===== src/hdl/igp_pkg.sv =====
package igp_pkg;
    // Timing figures in ns, PWM frequency in Hz
    localparam int CLK_PERIOD_NS = 10;
    localparam int DEAD_TIME_NS = 3300;
    localparam int PWM_MAX_FREQ_HZ = 15000;
    localparam int MIN_ON_NS = 1500;
    localparam int MIN_OFF_LOW_NS = 2600;
    localparam int MIN_OFF_HIGH_NS = 2800;
    // Derived cycle counts, least times round up
    localparam int DEAD_CYC = (DEAD_TIME_NS + CLK_PERIOD_NS - 1) / CLK_PERIOD_NS;
    localparam int MIN_ON_CYC = (MIN_ON_NS + CLK_PERIOD_NS - 1) / CLK_PERIOD_NS;
    localparam int MIN_OFF_LOW_CYC = (MIN_OFF_LOW_NS + CLK_PERIOD_NS - 1) / CLK_PERIOD_NS;
    localparam int MIN_OFF_HIGH_CYC = (MIN_OFF_HIGH_NS + CLK_PERIOD_NS - 1) / CLK_PERIOD_NS;
    // Least PWM period in cycles (100 MHz / 15 kHz, rounded up)
    localparam int MIN_PERIOD_CYC = (1000000000 / CLK_PERIOD_NS + PWM_MAX_FREQ_HZ - 1)
        / PWM_MAX_FREQ_HZ;
    localparam int CNT_W = 16;
    localparam int SYNC_STAGES = 2;
endpackage : igp_pkg


===== src/hdl/igp_leg.sv =====
`timescale 1ns/1ns
module igp_leg #(
    parameter int CNT_W = igp_pkg::CNT_W
) (
    input wire logic clk,
    input wire logic rstn,
    input wire logic dutyHigh,
    input wire logic inhibit,
    input wire logic heavyLoad,
    output logic gateHigh,
    output logic gateLow
);
    typedef enum logic [3:0] {
        IGP_OFF = 4'b0001,
        IGP_HIGH = 4'b0010,
        IGP_DEAD = 4'b0100,
        IGP_LOW = 4'b1000
    } igp_leg_state_t;

    igp_leg_state_t state_reg;
    logic [CNT_W-1:0] timer_reg;
    logic [CNT_W-1:0] period_reg;
    logic target_reg;
    logic timerDone;
    logic [CNT_W-1:0] offMin;

    assign timerDone = (timer_reg == '0);
    assign offMin = heavyLoad ? CNT_W'(igp_pkg::MIN_OFF_HIGH_CYC)
                              : CNT_W'(igp_pkg::MIN_OFF_LOW_CYC);

    // Counts up, saturating, since the last cycle in IGP_DEAD with the timer done and the high side as target
    always_ff @(posedge clk) begin
        if (!rstn) begin
            period_reg <= '0;
        end else if (state_reg == IGP_DEAD && timerDone && target_reg) begin
            period_reg <= '0;
        end else if (period_reg != {CNT_W{1'b1}}) begin
            period_reg <= period_reg + 1'b1;
        end
    end

    always_ff @(posedge clk) begin
        if (!rstn) begin
            state_reg <= IGP_OFF;
            timer_reg <= '0;
            target_reg <= 1'b0;
        end else if (inhibit) begin
            state_reg <= IGP_OFF;
            timer_reg <= CNT_W'(igp_pkg::DEAD_CYC);
            target_reg <= 1'b0;
        end else begin
            if (!timerDone) begin
                timer_reg <= timer_reg - 1'b1;
            end
            unique case (state_reg)
                IGP_OFF: begin
                    if (timerDone) begin
                        state_reg <= IGP_DEAD;
                        target_reg <= dutyHigh;
                        timer_reg <= '0;
                    end
                end
                IGP_DEAD: begin
                    if (timerDone && (!target_reg || period_reg >=
                            CNT_W'(igp_pkg::MIN_PERIOD_CYC))) begin
                        state_reg <= target_reg ? IGP_HIGH : IGP_LOW;
                        timer_reg <= CNT_W'(igp_pkg::MIN_ON_CYC);
                    end
                end
                IGP_HIGH, IGP_LOW: begin
                    if (timerDone && (dutyHigh != target_reg)) begin
                        state_reg <= IGP_DEAD;
                        target_reg <= dutyHigh;
                        timer_reg <= (offMin > CNT_W'(igp_pkg::DEAD_CYC)) ? offMin
                                   : CNT_W'(igp_pkg::DEAD_CYC);
                    end
                end
            endcase
        end
    end

    always_ff @(posedge clk) begin
        if (!rstn) begin
            gateHigh <= 1'b0;
            gateLow <= 1'b0;
        end else begin
            gateHigh <= !inhibit && (state_reg == IGP_HIGH);
            gateLow <= !inhibit && (state_reg == IGP_LOW);
        end
    end
endmodule : igp_leg


===== src/hdl/igp_controller.sv =====
// Overview of operation
// - Wait at least 3.3 us between one switch off and its partner on.
// - Never switch a high-side gate on faster than 15 kHz; low-side turn-ons are not limited.
// - Every on pulse lasts at least 1.5 us, except one cut short by disable or a fault.
// - Off intervals last at least 2.6 us, or 2.8 us above 5 A.
`timescale 1ns/1ns
module igp_controller #(
    parameter int CNT_W = igp_pkg::CNT_W
) (
    input wire logic clk,
    input wire logic rstn,
    input wire logic enable,
    input wire logic phaseADuty,
    input wire logic phaseBDuty,
    input wire logic phaseCDuty,
    input wire logic heavyLoad,
    input wire logic faultClear,
    input wire logic fault_out_n,
    output logic phase_a_high_gate_in,
    output logic phase_a_low_gate_in,
    output logic phase_b_high_gate_in,
    output logic phase_b_low_gate_in,
    output logic phase_c_high_gate_in,
    output logic phase_c_low_gate_in,
    output logic faultActive,
    output logic faultLatched
);
    logic [igp_pkg::SYNC_STAGES-1:0] faultSync_reg;
    logic faultSeen;
    logic faultLatch_reg;
    logic faultActive_reg;
    logic inhibit;
    logic [2:0] duty;
    logic [2:0] gateHigh;
    logic [2:0] gateLow;
    logic [2:0] heavy_reg;
    logic [2:0] dutySync_reg;

    always_ff @(posedge clk) begin
        if (!rstn) begin
            faultSync_reg <= '1;
        end else begin
            faultSync_reg <= {faultSync_reg[0], fault_out_n};
        end
    end
    assign faultSeen = !faultSync_reg[igp_pkg::SYNC_STAGES-1];

    always_ff @(posedge clk) begin
        if (!rstn) begin
            faultLatch_reg <= 1'b0;
            faultActive_reg <= 1'b0;
        end else begin
            faultActive_reg <= faultSeen;
            if (faultSeen) begin
                faultLatch_reg <= 1'b1;
            end else if (faultClear) begin
                faultLatch_reg <= 1'b0;
            end
        end
    end

    assign inhibit = !enable || faultSeen || faultLatch_reg;

    always_ff @(posedge clk) begin
        if (!rstn) begin
            heavy_reg <= '0;
            dutySync_reg <= '0;
        end else begin
            heavy_reg <= {3{heavyLoad}};
            dutySync_reg <= {phaseCDuty, phaseBDuty, phaseADuty};
        end
    end
    assign duty = dutySync_reg;

    for (genvar i = 0; i < 3; i++) begin : g_leg
        igp_leg #(
            .CNT_W(CNT_W)
        ) u_leg (
            .clk(clk),
            .rstn(rstn),
            .dutyHigh(duty[i]),
            .inhibit(inhibit),
            .heavyLoad(heavy_reg[i]),
            .gateHigh(gateHigh[i]),
            .gateLow(gateLow[i])
        );
    end

    always_ff @(posedge clk) begin
        if (!rstn) begin
            phase_a_high_gate_in <= 1'b0;
            phase_a_low_gate_in <= 1'b0;
            phase_b_high_gate_in <= 1'b0;
            phase_b_low_gate_in <= 1'b0;
            phase_c_high_gate_in <= 1'b0;
            phase_c_low_gate_in <= 1'b0;
            faultActive <= 1'b0;
            faultLatched <= 1'b0;
        end else begin
            phase_a_high_gate_in <= gateHigh[0] && !inhibit;
            phase_a_low_gate_in <= gateLow[0] && !inhibit;
            phase_b_high_gate_in <= gateHigh[1] && !inhibit;
            phase_b_low_gate_in <= gateLow[1] && !inhibit;
            phase_c_high_gate_in <= gateHigh[2] && !inhibit;
            phase_c_low_gate_in <= gateLow[2] && !inhibit;
            faultActive <= faultActive_reg;
            faultLatched <= faultLatch_reg;
        end
    end
endmodule : igp_controller


===== config.mk =====
export PLATFORM = sky130hd
export DESIGN_NAME = igp_controller
export DESIGN_NICKNAME = d
export VERILOG_FILES = /design/src/hdl/igp_pkg.sv /design/src/hdl/igp_leg.sv /design/src/hdl/igp_controller.sv
export SDC_FILE = /design/constraint.sdc
export NUM_CORES = 1
export LEC_CHECK = 0
export BUFFER_PORTS_ARGS = -buffer_cell sky130_fd_sc_hd__buf_2
export CORE_UTILIZATION = 30
export DETAILED_ROUTE_END_ITERATION = 10
export PLACE_DENSITY = 0.51
export SLEW_MARGIN = 20
export SYNTH_ARGS = -nofsm -noshare
export SYNTH_HDL_FRONTEND = slang
export SYNTH_HIERARCHICAL = 1
export SYNTH_SLANG_ARGS = --single-unit

===== constraint.sdc =====
create_clock -name clk -period 2.6 [get_ports clk]
set_clock_uncertainty 0.2 [all_clocks]
set_input_delay 0.39 -clock clk [delete_from_list [all_inputs] [get_ports clk]]
set_output_delay 0.39 -clock clk [all_outputs]
set_load 0.02 [all_outputs]

**After elaboration in Yosys (flattened, before gate mapping)**

Index checks and enable logic that the tools add are counted.

- Add/sub/neg operators: 6
- Magnitude comparators: 6
- Equality and inequality tests: 28
- Multiplexer cells: 50
- Bitwise operators: 1
- Reduce and logical (&&, ||, !) cells: 54

Operators with widths:

| kind | count |
|---|---|
| $mux W16 | 15 |
| $pmux W16 S3 | 3 |
| $add A16 B1 Y16 const B | 3 |
| $ge A16 B13 Y1 const B | 3 |
| $gt A16 B9 Y1 const B | 3 |
| $logic_not A16 Y1 | 3 |
| $mux W4 | 12 |
| $ne A16 B16 Y1 const B | 3 |
| $sub A16 B1 Y16 const B | 3 |
| $pmux W4 S3 | 3 |
| $mux W9 | 3 |
| $logic_and A1 B1 Y1 | 24 |
| $reduce_and A3 Y1 | 6 |
| $mux W5 | 3 |
| $reduce_or A2 Y1 | 7 |
| $eq A4 B1 Y1 const B | 3 |
| $eq A4 B2 Y1 const B | 3 |
| $eq A4 B3 Y1 const B | 3 |
| $eq A4 B4 Y1 const B | 3 |
| $ne A2 B1 Y1 const B | 6 |
| $mux W1 | 8 |
| $ne A2 B2 Y1 const B | 4 |
| $logic_not A1 Y1 | 6 |
| $pmux W1 S2 | 3 |
| other kinds (4) | 12 |

- Register bits: 133
- Input port bits: 9
- Output and inout bits: 8
- Word-level logic and storage cells: 179

**Logic depth before layout (Yosys ltp)**

Gate-level depths: netlist of the first run.

- Word-level depth: 6
- Mapped depth: 10
- Depth with buffers taken out: 9

**Cells and area by module**

Netlist of the first run, hierarchy kept.

Modules (own cells, without submodules):

| module | instances | cells each | area an instance (um^2) | sequential area each (um^2) |
|---|---|---|---|---|
| igp_leg (g_leg[1].u_leg) | 1 | 246 | 2,073.2 | 780.7 |
| igp_leg (g_leg[0].u_leg) | 1 | 249 | 2,035.7 | 780.7 |
| igp_leg (g_leg[2].u_leg) | 1 | 233 | 1,948.1 | 780.7 |
| igp_controller | 1 | 36 | 452.9 | 320.3 |

**Worst setup path before layout of the first run**

No wires, ideal clock.

- Kind: flip-flop to flip-flop
- From: register g_leg[2].u_leg.timer_reg[0]
- To: register g_leg[2].u_leg.timer_reg[0]
- Library setup time: 0.092 ns
- Arrival: 2.048 ns
- Data required time: 2.308 ns
- Slack: 0.260 ns
- Cell stages (with the launch flop): 11
- Path buffers: 1
- Clock period less this slack: 2.340 ns
- Cells stage by stage: dfxtp_1 > inv_1 > ha_1 > or4b_1 > nor4_4 > inv_2 > buf_2 > ha_1 > nor2_1 > nand2_1 > o32ai_1

- Longest elaborated chain between the ends: 4
- Elaborated cells on any way between the ends: 9
- Those cells by class: add/sub (1); mux (5); reduce/logical (3)

Ends and longest elaborated chain:

| item | line | RTL |
|---|---|---|
| from (decl) | igp_leg.sv:21 | `logic [CNT_W-1:0] timer_reg;` |
| from (signal assigned) | igp_leg.sv:49 | `timer_reg <= CNT_W'(igp_pkg::DEAD_CYC);` |
| from (signal assigned) | igp_leg.sv:53 | `timer_reg <= timer_reg - 1'b1;` |
| from (signal assigned) | igp_leg.sv:67 | `timer_reg <= CNT_W'(igp_pkg::MIN_ON_CYC);` |
| $sub A16 B1 Y16 / $logic_not A16 Y1 (equally long branches) | igp_leg.sv:53, igp_leg.sv:27 |  |
| $mux W16 (tied with other cells) | igp_leg.sv:52 | `if (!timerDone) begin` |
| $mux W16, on equally long branches | igp_leg.sv:71, igp_leg.sv:57, igp_leg.sv:64 |  |
| $pmux W16 S3 (*) | igp_leg.sv:55 | `unique case (state_reg)` |

Mark *: on every way between the ends. The rest lies on a longest branch, timed or not.
A chain may end at the register's enable or synchronous reset.

**Final worst setup path of the first run**

- From: register g_leg[2].u_leg.timer_reg[0]
- To: register g_leg[2].u_leg.state_reg[2]

- Longest elaborated chain between the ends: 4
- Elaborated cells on any way between the ends: 7
- Those cells by class: eq/ne (3); reduce/logical (4)

Ends and longest elaborated chain:

| item | line | RTL |
|---|---|---|
| $logic_not A16 Y1 (*) | igp_leg.sv:27 | `assign timerDone = (timer_reg == '0);` |
| $logic_and A1 B1 Y1, on equally long branches | igp_leg.sv:64, igp_leg.sv:71 |  |
| $ne A2 B2 Y1 (no line) / $ne A2 B1 Y1 (equally long branches) | - |  |
| $reduce_and A3 Y1 (no line) (*) | - |  |
| to (signal assigned) | igp_leg.sv:66 | `state_reg <= target_reg ? IGP_HIGH : IGP_LOW;` |
| to (decl) | igp_leg.sv:20 | `igp_leg_state_t state_reg;` |

Marks and branches as above.

==> qor.txt, run 1 <==
Mean instance size in the synthesized netlist: 8.51 um^2
Number of cells in the finished layout apart from fillers: 1090
Post-CTS setup buffers: 0
Final-layout setup total negative slack: 0 ps
Highest clock rate: 420 MHz
Sort of element at the start of the critical path: flop
Design area: 7560 um^2
Final nets: 821
Port buffer count: 15
VDD IR-drop max: 0.427 mV
Total buffers and inverters traversed by the critical path: 2
Routed wire per std cell: 13.2 um
Root buf cell: sky130_fd_sc_hd__clkbuf_16
RePlAce Congestion: 0.797
Type of element capturing the critical path: flop
Worst-Skew Late Latency: 430 ps
Worst-path clk slew: 60 ps
TritonCTS sink count: 132
Total half-perimeter wirelength after legalization and detailed placement: 10100 um
Class of the tightest hold or removal check: in2reg
Cell total after placement: 1054
Part of the power in the clock network: 45.0%
Net switching power figure: 1.34 mW
Max H-tree Level: 4
Die area: 22200 um^2
Synthesized area: 6480 um^2
Layout cells sized above 1: 12.3%
CTS Buf Count: 17
Data required, critical path: 2670 ps
Worst path max stage delay: 500 ps
Core box area: 21100 um^2
Endpoints failing setup: 0
Placement-stage cell area: 6970 um^2
Pin count of the biggest net entering global routing: 21
Total power: 5.01 mW
Ratio of final minimum period to clock period: 91.5%
Via Count: 5455
Relative contribution of sequential cells to total power: 43.2%
Static Leak: 2.61 nW
Post-synthesis cell count: 762
Number of fillers in the final layout: 2213
P_int: 3.67 mW
Antenna violation net count after detailed routing: 0
Vias per cell: 5.00
Tmin final: 2380 ps
Total wire length after detailed routing: 14300 um
Total of warnings raised by yosys: 6
Ports placed on the boundary: 17
Global-route total usage across every layer: 13.8%
Max FO, Critical Path: 8
Clock tree from TritonCTS: built
Starting density of the core: 30.7%
Max capacitance violation total: 0
CTS max path bufs: 2
Y dimension of the die: 149 um
RSZ-0062 raised after global routing: false
Critical path start-end classification: reg2reg
Number of DRC markers after the initial detailed-route iteration: 319
Net count after synthesis: 781
Syn-to-layout area delta: 16.6%
Placement row count: 53
Data arrival time of the worst path: 2450 ps
Switching portion of total power: 26.8%
Run status: complete, no violations
Final number of hold-violating endpoints: 0
Detailed-router iteration count before antenna repair: 4
Final number of max-transition violations: 0
Largest delay contributor family on the critical path: simple AND/OR/NAND/NOR gates
Aggregate global routing overflow: 0
Critical Path, Cell by Cell: inv_1, ha_1, or4b_1, nor4_4, inv_2, or3_4, nor3b_1
Least-Margin Pin Slew: 812 ps
Via count of the first global-routing pass: 5004
Combinational share of power: 11.9%
Areal power density over the cells: 663 nW/um^2
Worst relative slew slack: 45.9%
DRC errors left: 0
Die Wd: 149 um
Wire length of the first global-routing pass: 24400 um
Utilization of the core after routing: 35.9%
Antenna violations before repair: 1
Cell at the slowest stage of the critical path: sky130_fd_sc_hd__or4b_1
-- power by group through the flow --
stage / registers [mW] / clock network, mW / logic [mW]
2_1_floorplan: 2.19 / 0 / 0.449
3_5_place_dp: 2.21 / 0 / 0.592
4_1_cts: 2.16 / 2.33 / 0.600
6_report: 2.16 / 2.25 / 0.595
5_1_grt: 2.17 / 2.42 / 0.673
3_3_place_gp: 2.21 / 0 / 0.592
-- cell type report --
class / instances / area, um^2 / area share (%)
diodes: 1 / 2.50 / 0.0331
clock buffers: 19 / 443 / 5.86
clock inverters: 12 / 109 / 1.44
inverters: 22 / 85.1 / 1.13
multi-input cells: 586 / 3640 / 48.1
flip-flops and latches: 132 / 2640 / 34.9
well taps: 275 / 344 / 4.55
repair buffers: 43 / 295 / 3.90
-- what timing repair did --
item	CTS	global route
hold endpoints to repair	4	0
hold buffers	4	0
gates resized for setup	0	0
-- stage by stage --
stage	hold slack (ps)	worst slack, ps
floorplan	186	260
global placement	192	226
detailed placement	197	227
CTS	34.7	214
global route	76.2	82.8
finish	56.9	222
-- worst reg2reg max path, stage by stage (launching register included) --
cell	delay, ps
sky130_fd_sc_hd__dfxtp_1	320
sky130_fd_sc_hd__inv_1	100
sky130_fd_sc_hd__ha_1	150
sky130_fd_sc_hd__or4b_1	500
sky130_fd_sc_hd__nor4_4	210
sky130_fd_sc_hd__inv_2	130
sky130_fd_sc_hd__or3_4	450
sky130_fd_sc_hd__nor3b_1	160
-- routing by layer --
layer	GRT usage (%)	vias to the layer above	part of all wire (%)
li1	-	2828	-
met1	18.5	2529	51
met2	20.6	78	44
met3	3.76	20	3.4
met4	6.22	0	2.0
met5	0	-	0
-- layout by cell type (no fill, tap or decap), types with 4 or more instances in the layout --
master / count
sky130_fd_sc_hd__nor3_1: 26
sky130_fd_sc_hd__or2_2: 4
sky130_fd_sc_hd__ha_1: 10
sky130_fd_sc_hd__nor3b_1: 7
sky130_fd_sc_hd__and2_1: 13
sky130_fd_sc_hd__nand3_1: 45
sky130_fd_sc_hd__dlygate4sd3_1: 4
sky130_fd_sc_hd__dfxtp_1: 132
sky130_fd_sc_hd__nand3b_1: 7
sky130_fd_sc_hd__nor2_1: 104
sky130_fd_sc_hd__and3_1: 7
sky130_fd_sc_hd__nor2b_1: 8
sky130_fd_sc_hd__a31oi_1: 13
sky130_fd_sc_hd__or3_1: 11
sky130_fd_sc_hd__buf_4: 24
sky130_fd_sc_hd__nand4b_1: 5
sky130_fd_sc_hd__o31ai_1: 5
sky130_fd_sc_hd__a21oi_1: 49
sky130_fd_sc_hd__nand2b_1: 10
sky130_fd_sc_hd__o211ai_1: 10
sky130_fd_sc_hd__nor4_1: 17
sky130_fd_sc_hd__a211oi_1: 10
sky130_fd_sc_hd__buf_2: 15
sky130_fd_sc_hd__mux2i_1: 9
sky130_fd_sc_hd__clkbuf_16: 17
sky130_fd_sc_hd__nand4_1: 12
sky130_fd_sc_hd__xnor2_1: 30
sky130_fd_sc_hd__o21ai_0: 25
sky130_fd_sc_hd__inv_1: 20
sky130_fd_sc_hd__clkinvlp_4: 8
sky130_fd_sc_hd__xor2_1: 30
sky130_fd_sc_hd__nor4bb_1: 6
sky130_fd_sc_hd__nand2_1: 55
-- final timing paths --
kind	from	to	depth (start not counted)	slack [ps]
worst max-delay path	g_leg[2].u_leg/timer_reg[0]	g_leg[2].u_leg/state_reg[2]	7	220
worst min-delay path	faultClear	faultLatch_reg	3	60
worst max register to register	g_leg[2].u_leg/timer_reg[0]	g_leg[2].u_leg/state_reg[2]	7	220
worst min register to register	faultSync_reg[0]	faultSync_reg[1]	1	210
(Power assumes the default switching activity.)
==> inputs of run 2 (changes only) <==
Settings changed: CORE_UTILIZATION 30 to 40, PLACE_DENSITY 0.51 to default.
==> run 2 against run 1 <==
Cell area shrank 1.2%. Wire length fell by 3.2%. Via count rose by 1.1%. Utilization up 11 points. Critical path depth stayed put. Flip-flop and latch count is the same. Worst hold slack worse by 14 ps. Cell count is 6.2% lower. Largest cell class unchanged.
==> qor.txt, run 2 (synthesis gave the netlist of run 1 again) <==
Commonest non-fill, non-tap cells in the layout: sky130_fd_sc_hd__dfxtp_1 (132), sky130_fd_sc_hd__nor2_1 (104), sky130_fd_sc_hd__nand2_1 (55)
Sequential cell area: 2640 um^2 (unchanged)
Routed wire per std cell: 13.6 um (+3.2%)
Worst relative slew slack: 45.7% (-0.16 points)
Detailed-router iteration count before antenna repair: 5 (+1)
Pin count of the biggest net entering global routing: 21 (unchanged)
Number of fillers in the final layout: 1496 (-32%)
Core box area: 15800 um^2 (-25%)
R2R cell count: 7 (unchanged)
Die Wd: 129 um (-13%)
RePlAce Congestion: 0.858 (+7.7%)
Max capacitance violation total: 0 (unchanged)
Cell at the slowest stage of the critical path: sky130_fd_sc_hd__or4b_1
Die area: 16700 um^2 (-25%)
Largest delay contributor family on the critical path: simple AND/OR/NAND/NOR gates
CTS Buf Count: 17 (unchanged)
Final number of max-transition violations: 0 (unchanged)
Antenna Diode Count: 0 (-1)
Run status: complete, no violations
Global-route total usage across every layer: 17.9% (+4.1 points)
Post-CTS setup buffers: 0 (unchanged)
Starting density of the core: 41.0% (+10 points)
TritonCTS sink count: 132 (unchanged)
Data arrival time of the worst path: 2530 ps (+80 ps)
Areal power density over the cells: 679 nW/um^2 (+2.5%)
Via Count: 5515 (+1.1%)
Vias per cell: 5.40 (+7.8%)
Endpoints failing setup: 0 (unchanged)
Worst-Skew Late Latency: 420 ps (about the same)
Most common library cell in the layout ignoring fill and taps: sky130_fd_sc_hd__dfxtp_1
Total wire length after detailed routing: 13900 um (-3.2%)
Tmin final: 2410 ps (+30.8 ps)
RSZ-0062 raised after global routing: false
Max FO, Critical Path: 6 (-2)
Critical path start-end classification: reg2reg
Worst path max stage delay: 520 ps (+20 ps)
Critical Path, Cell by Cell: inv_1, ha_1, or4b_1, nor4_4, inv_2, or3_4, a221oi_2
Total half-perimeter wirelength after legalization and detailed placement: 9870 um (-2.0%)
Antenna violation net count after detailed routing: 0 (unchanged)
Ports placed on the boundary: 17 (unchanged)
Beginning of the worst hold path: faultClear
Total area of multi-input combinational cells: 3640 um^2 (unchanged)
Total buffers and inverters traversed by the critical path: 2 (unchanged)
Data required, critical path: 2720 ps (+50 ps)
VDD IR-drop max: 0.453 mV (+6.1%)
Worst reg2reg path startpoint: g_leg[2].u_leg/timer_reg[0]
Port buffer count: 15 (unchanged)
Root buf cell: sky130_fd_sc_hd__clkbuf_16
DRC errors left: 0 (unchanged)
Clock tree from TritonCTS: built
Final number of hold-violating endpoints: 0 (unchanged)
Y dimension of the die: 129 um (-13%)
Placement row count: 46 (-13%)
Highest clock rate: 415 MHz (-1.3%)
Antenna violations before repair: 0 (-1)
Sort of element at the start of the critical path: flop
CTS max path bufs: 2 (unchanged)
Type of element capturing the critical path: flop
Aggregate global routing overflow: 0 (unchanged)
Layout cells sized above 1: 11.3% (-0.99 points)
Utilization of the core after routing: 47.2% (+11 points)
Number of DRC markers after the initial detailed-route iteration: 269 (-16%)
Worst R2R End: g_leg[2].u_leg/timer_reg[2]
Worst-path clk slew: 50 ps (about the same)
Max H-tree Level: 4 (unchanged)
Least-Margin Pin Slew: 815 ps (+2.46 ps)
R2R Setup Slk: 190 ps (-30 ps)
Ratio of final minimum period to clock period: 92.7% (+1.2 points)
Wire length of the first global-routing pass: 23700 um (-2.6%)
Syn-to-layout area delta: 15.2%
Class of the tightest hold or removal check: in2reg
Via count of the first global-routing pass: 5148 (+2.9%)
Final nets: 816 (-0.61%)
Min-Delay Endpoint: faultLatch_reg
Launching instance or port of the critical path: g_leg[2].u_leg/timer_reg[0]
Cell depth of the worst hold path: 3 (unchanged)
Final-layout setup total negative slack: 0 ps (unchanged)
Static Leak: 2.63 nW (+0.40%)
-- run 2: worst max-delay path by stage --
stage | end | slack (ps) | depth (start not counted)
6_report | g_leg[2].u_leg/timer_reg[2] | 190 | 7
3_3_place_gp | g_leg[2].u_leg/timer_reg[2] | 260 | 7
4_1_cts | g_leg[2].u_leg/timer_reg[2] | 190 | 7
5_1_grt | g_leg[0].u_leg/period_reg[12] | 90 | 8
3_5_place_dp | g_leg[2].u_leg/timer_reg[2] | 210 | 7
2_1_floorplan | g_leg[2].u_leg/timer_reg[0] | 260 | 10
-- run 2: area by class of cell --
class	instances	area share (%)
clock inverters	4	0.971
multi-input cells	586	48.7
flip-flops and latches	132	35.4
clock buffers	24	6.72
well taps	216	3.62
repair buffers	38	3.45
inverters	22	1.14
-- run 2: routing by layer --
metal / wire length, um / vias up / GRT usage, %
met5: 0 / - / 0
met4: 197 / 0 / 6.57
met3: 470 / 16 / 5.08
met2: 6500 / 95 / 28.4
met1: 6720 / 2588 / 23.0
li1: - / 2816 / -
-- run 2: where the power goes --
part | internal (mW) | switching, mW | total [mW]
logic | 0.240 | 0.343 | 0.583
clock network | 1.51 | 0.811 | 2.32
registers | 2.09 | 0.0740 | 2.17
-- run 2: per-stage QoR --
| step | cells | setup WS [ps] | hold slack [ps] | power (mW) | cell area, um^2 |
|---|---|---|---|---|---|
| floorplan | 762 | 260 | 186 | 2.64 | 6480 |
| global placement | 990 | 263 | 208 | 2.76 | 6860 |
| detailed placement | 990 | 206 | 217 | 2.78 | 6860 |
| CTS | 1022 | 187 | 21.8 | 5.13 | 7470 |
| global route | 1022 | 86.6 | 64.9 | 5.30 | 7470 |
| finish | 1022 | 191 | 43.3 | 5.07 | 7470 |
-- run 2: repair_timing --
item	CTS	global route
hold buffers	4	0
hold endpoints to repair	4	0
setup endpoints to repair	0	0
gates resized for setup	0	0
-- run 2: tightest hold or removal path, cell delays in order --
cell and delay, ps:
sky130_fd_sc_hd__buf_2 70, sky130_fd_sc_hd__nand2b_1 80, sky130_fd_sc_hd__a21boi_0 70
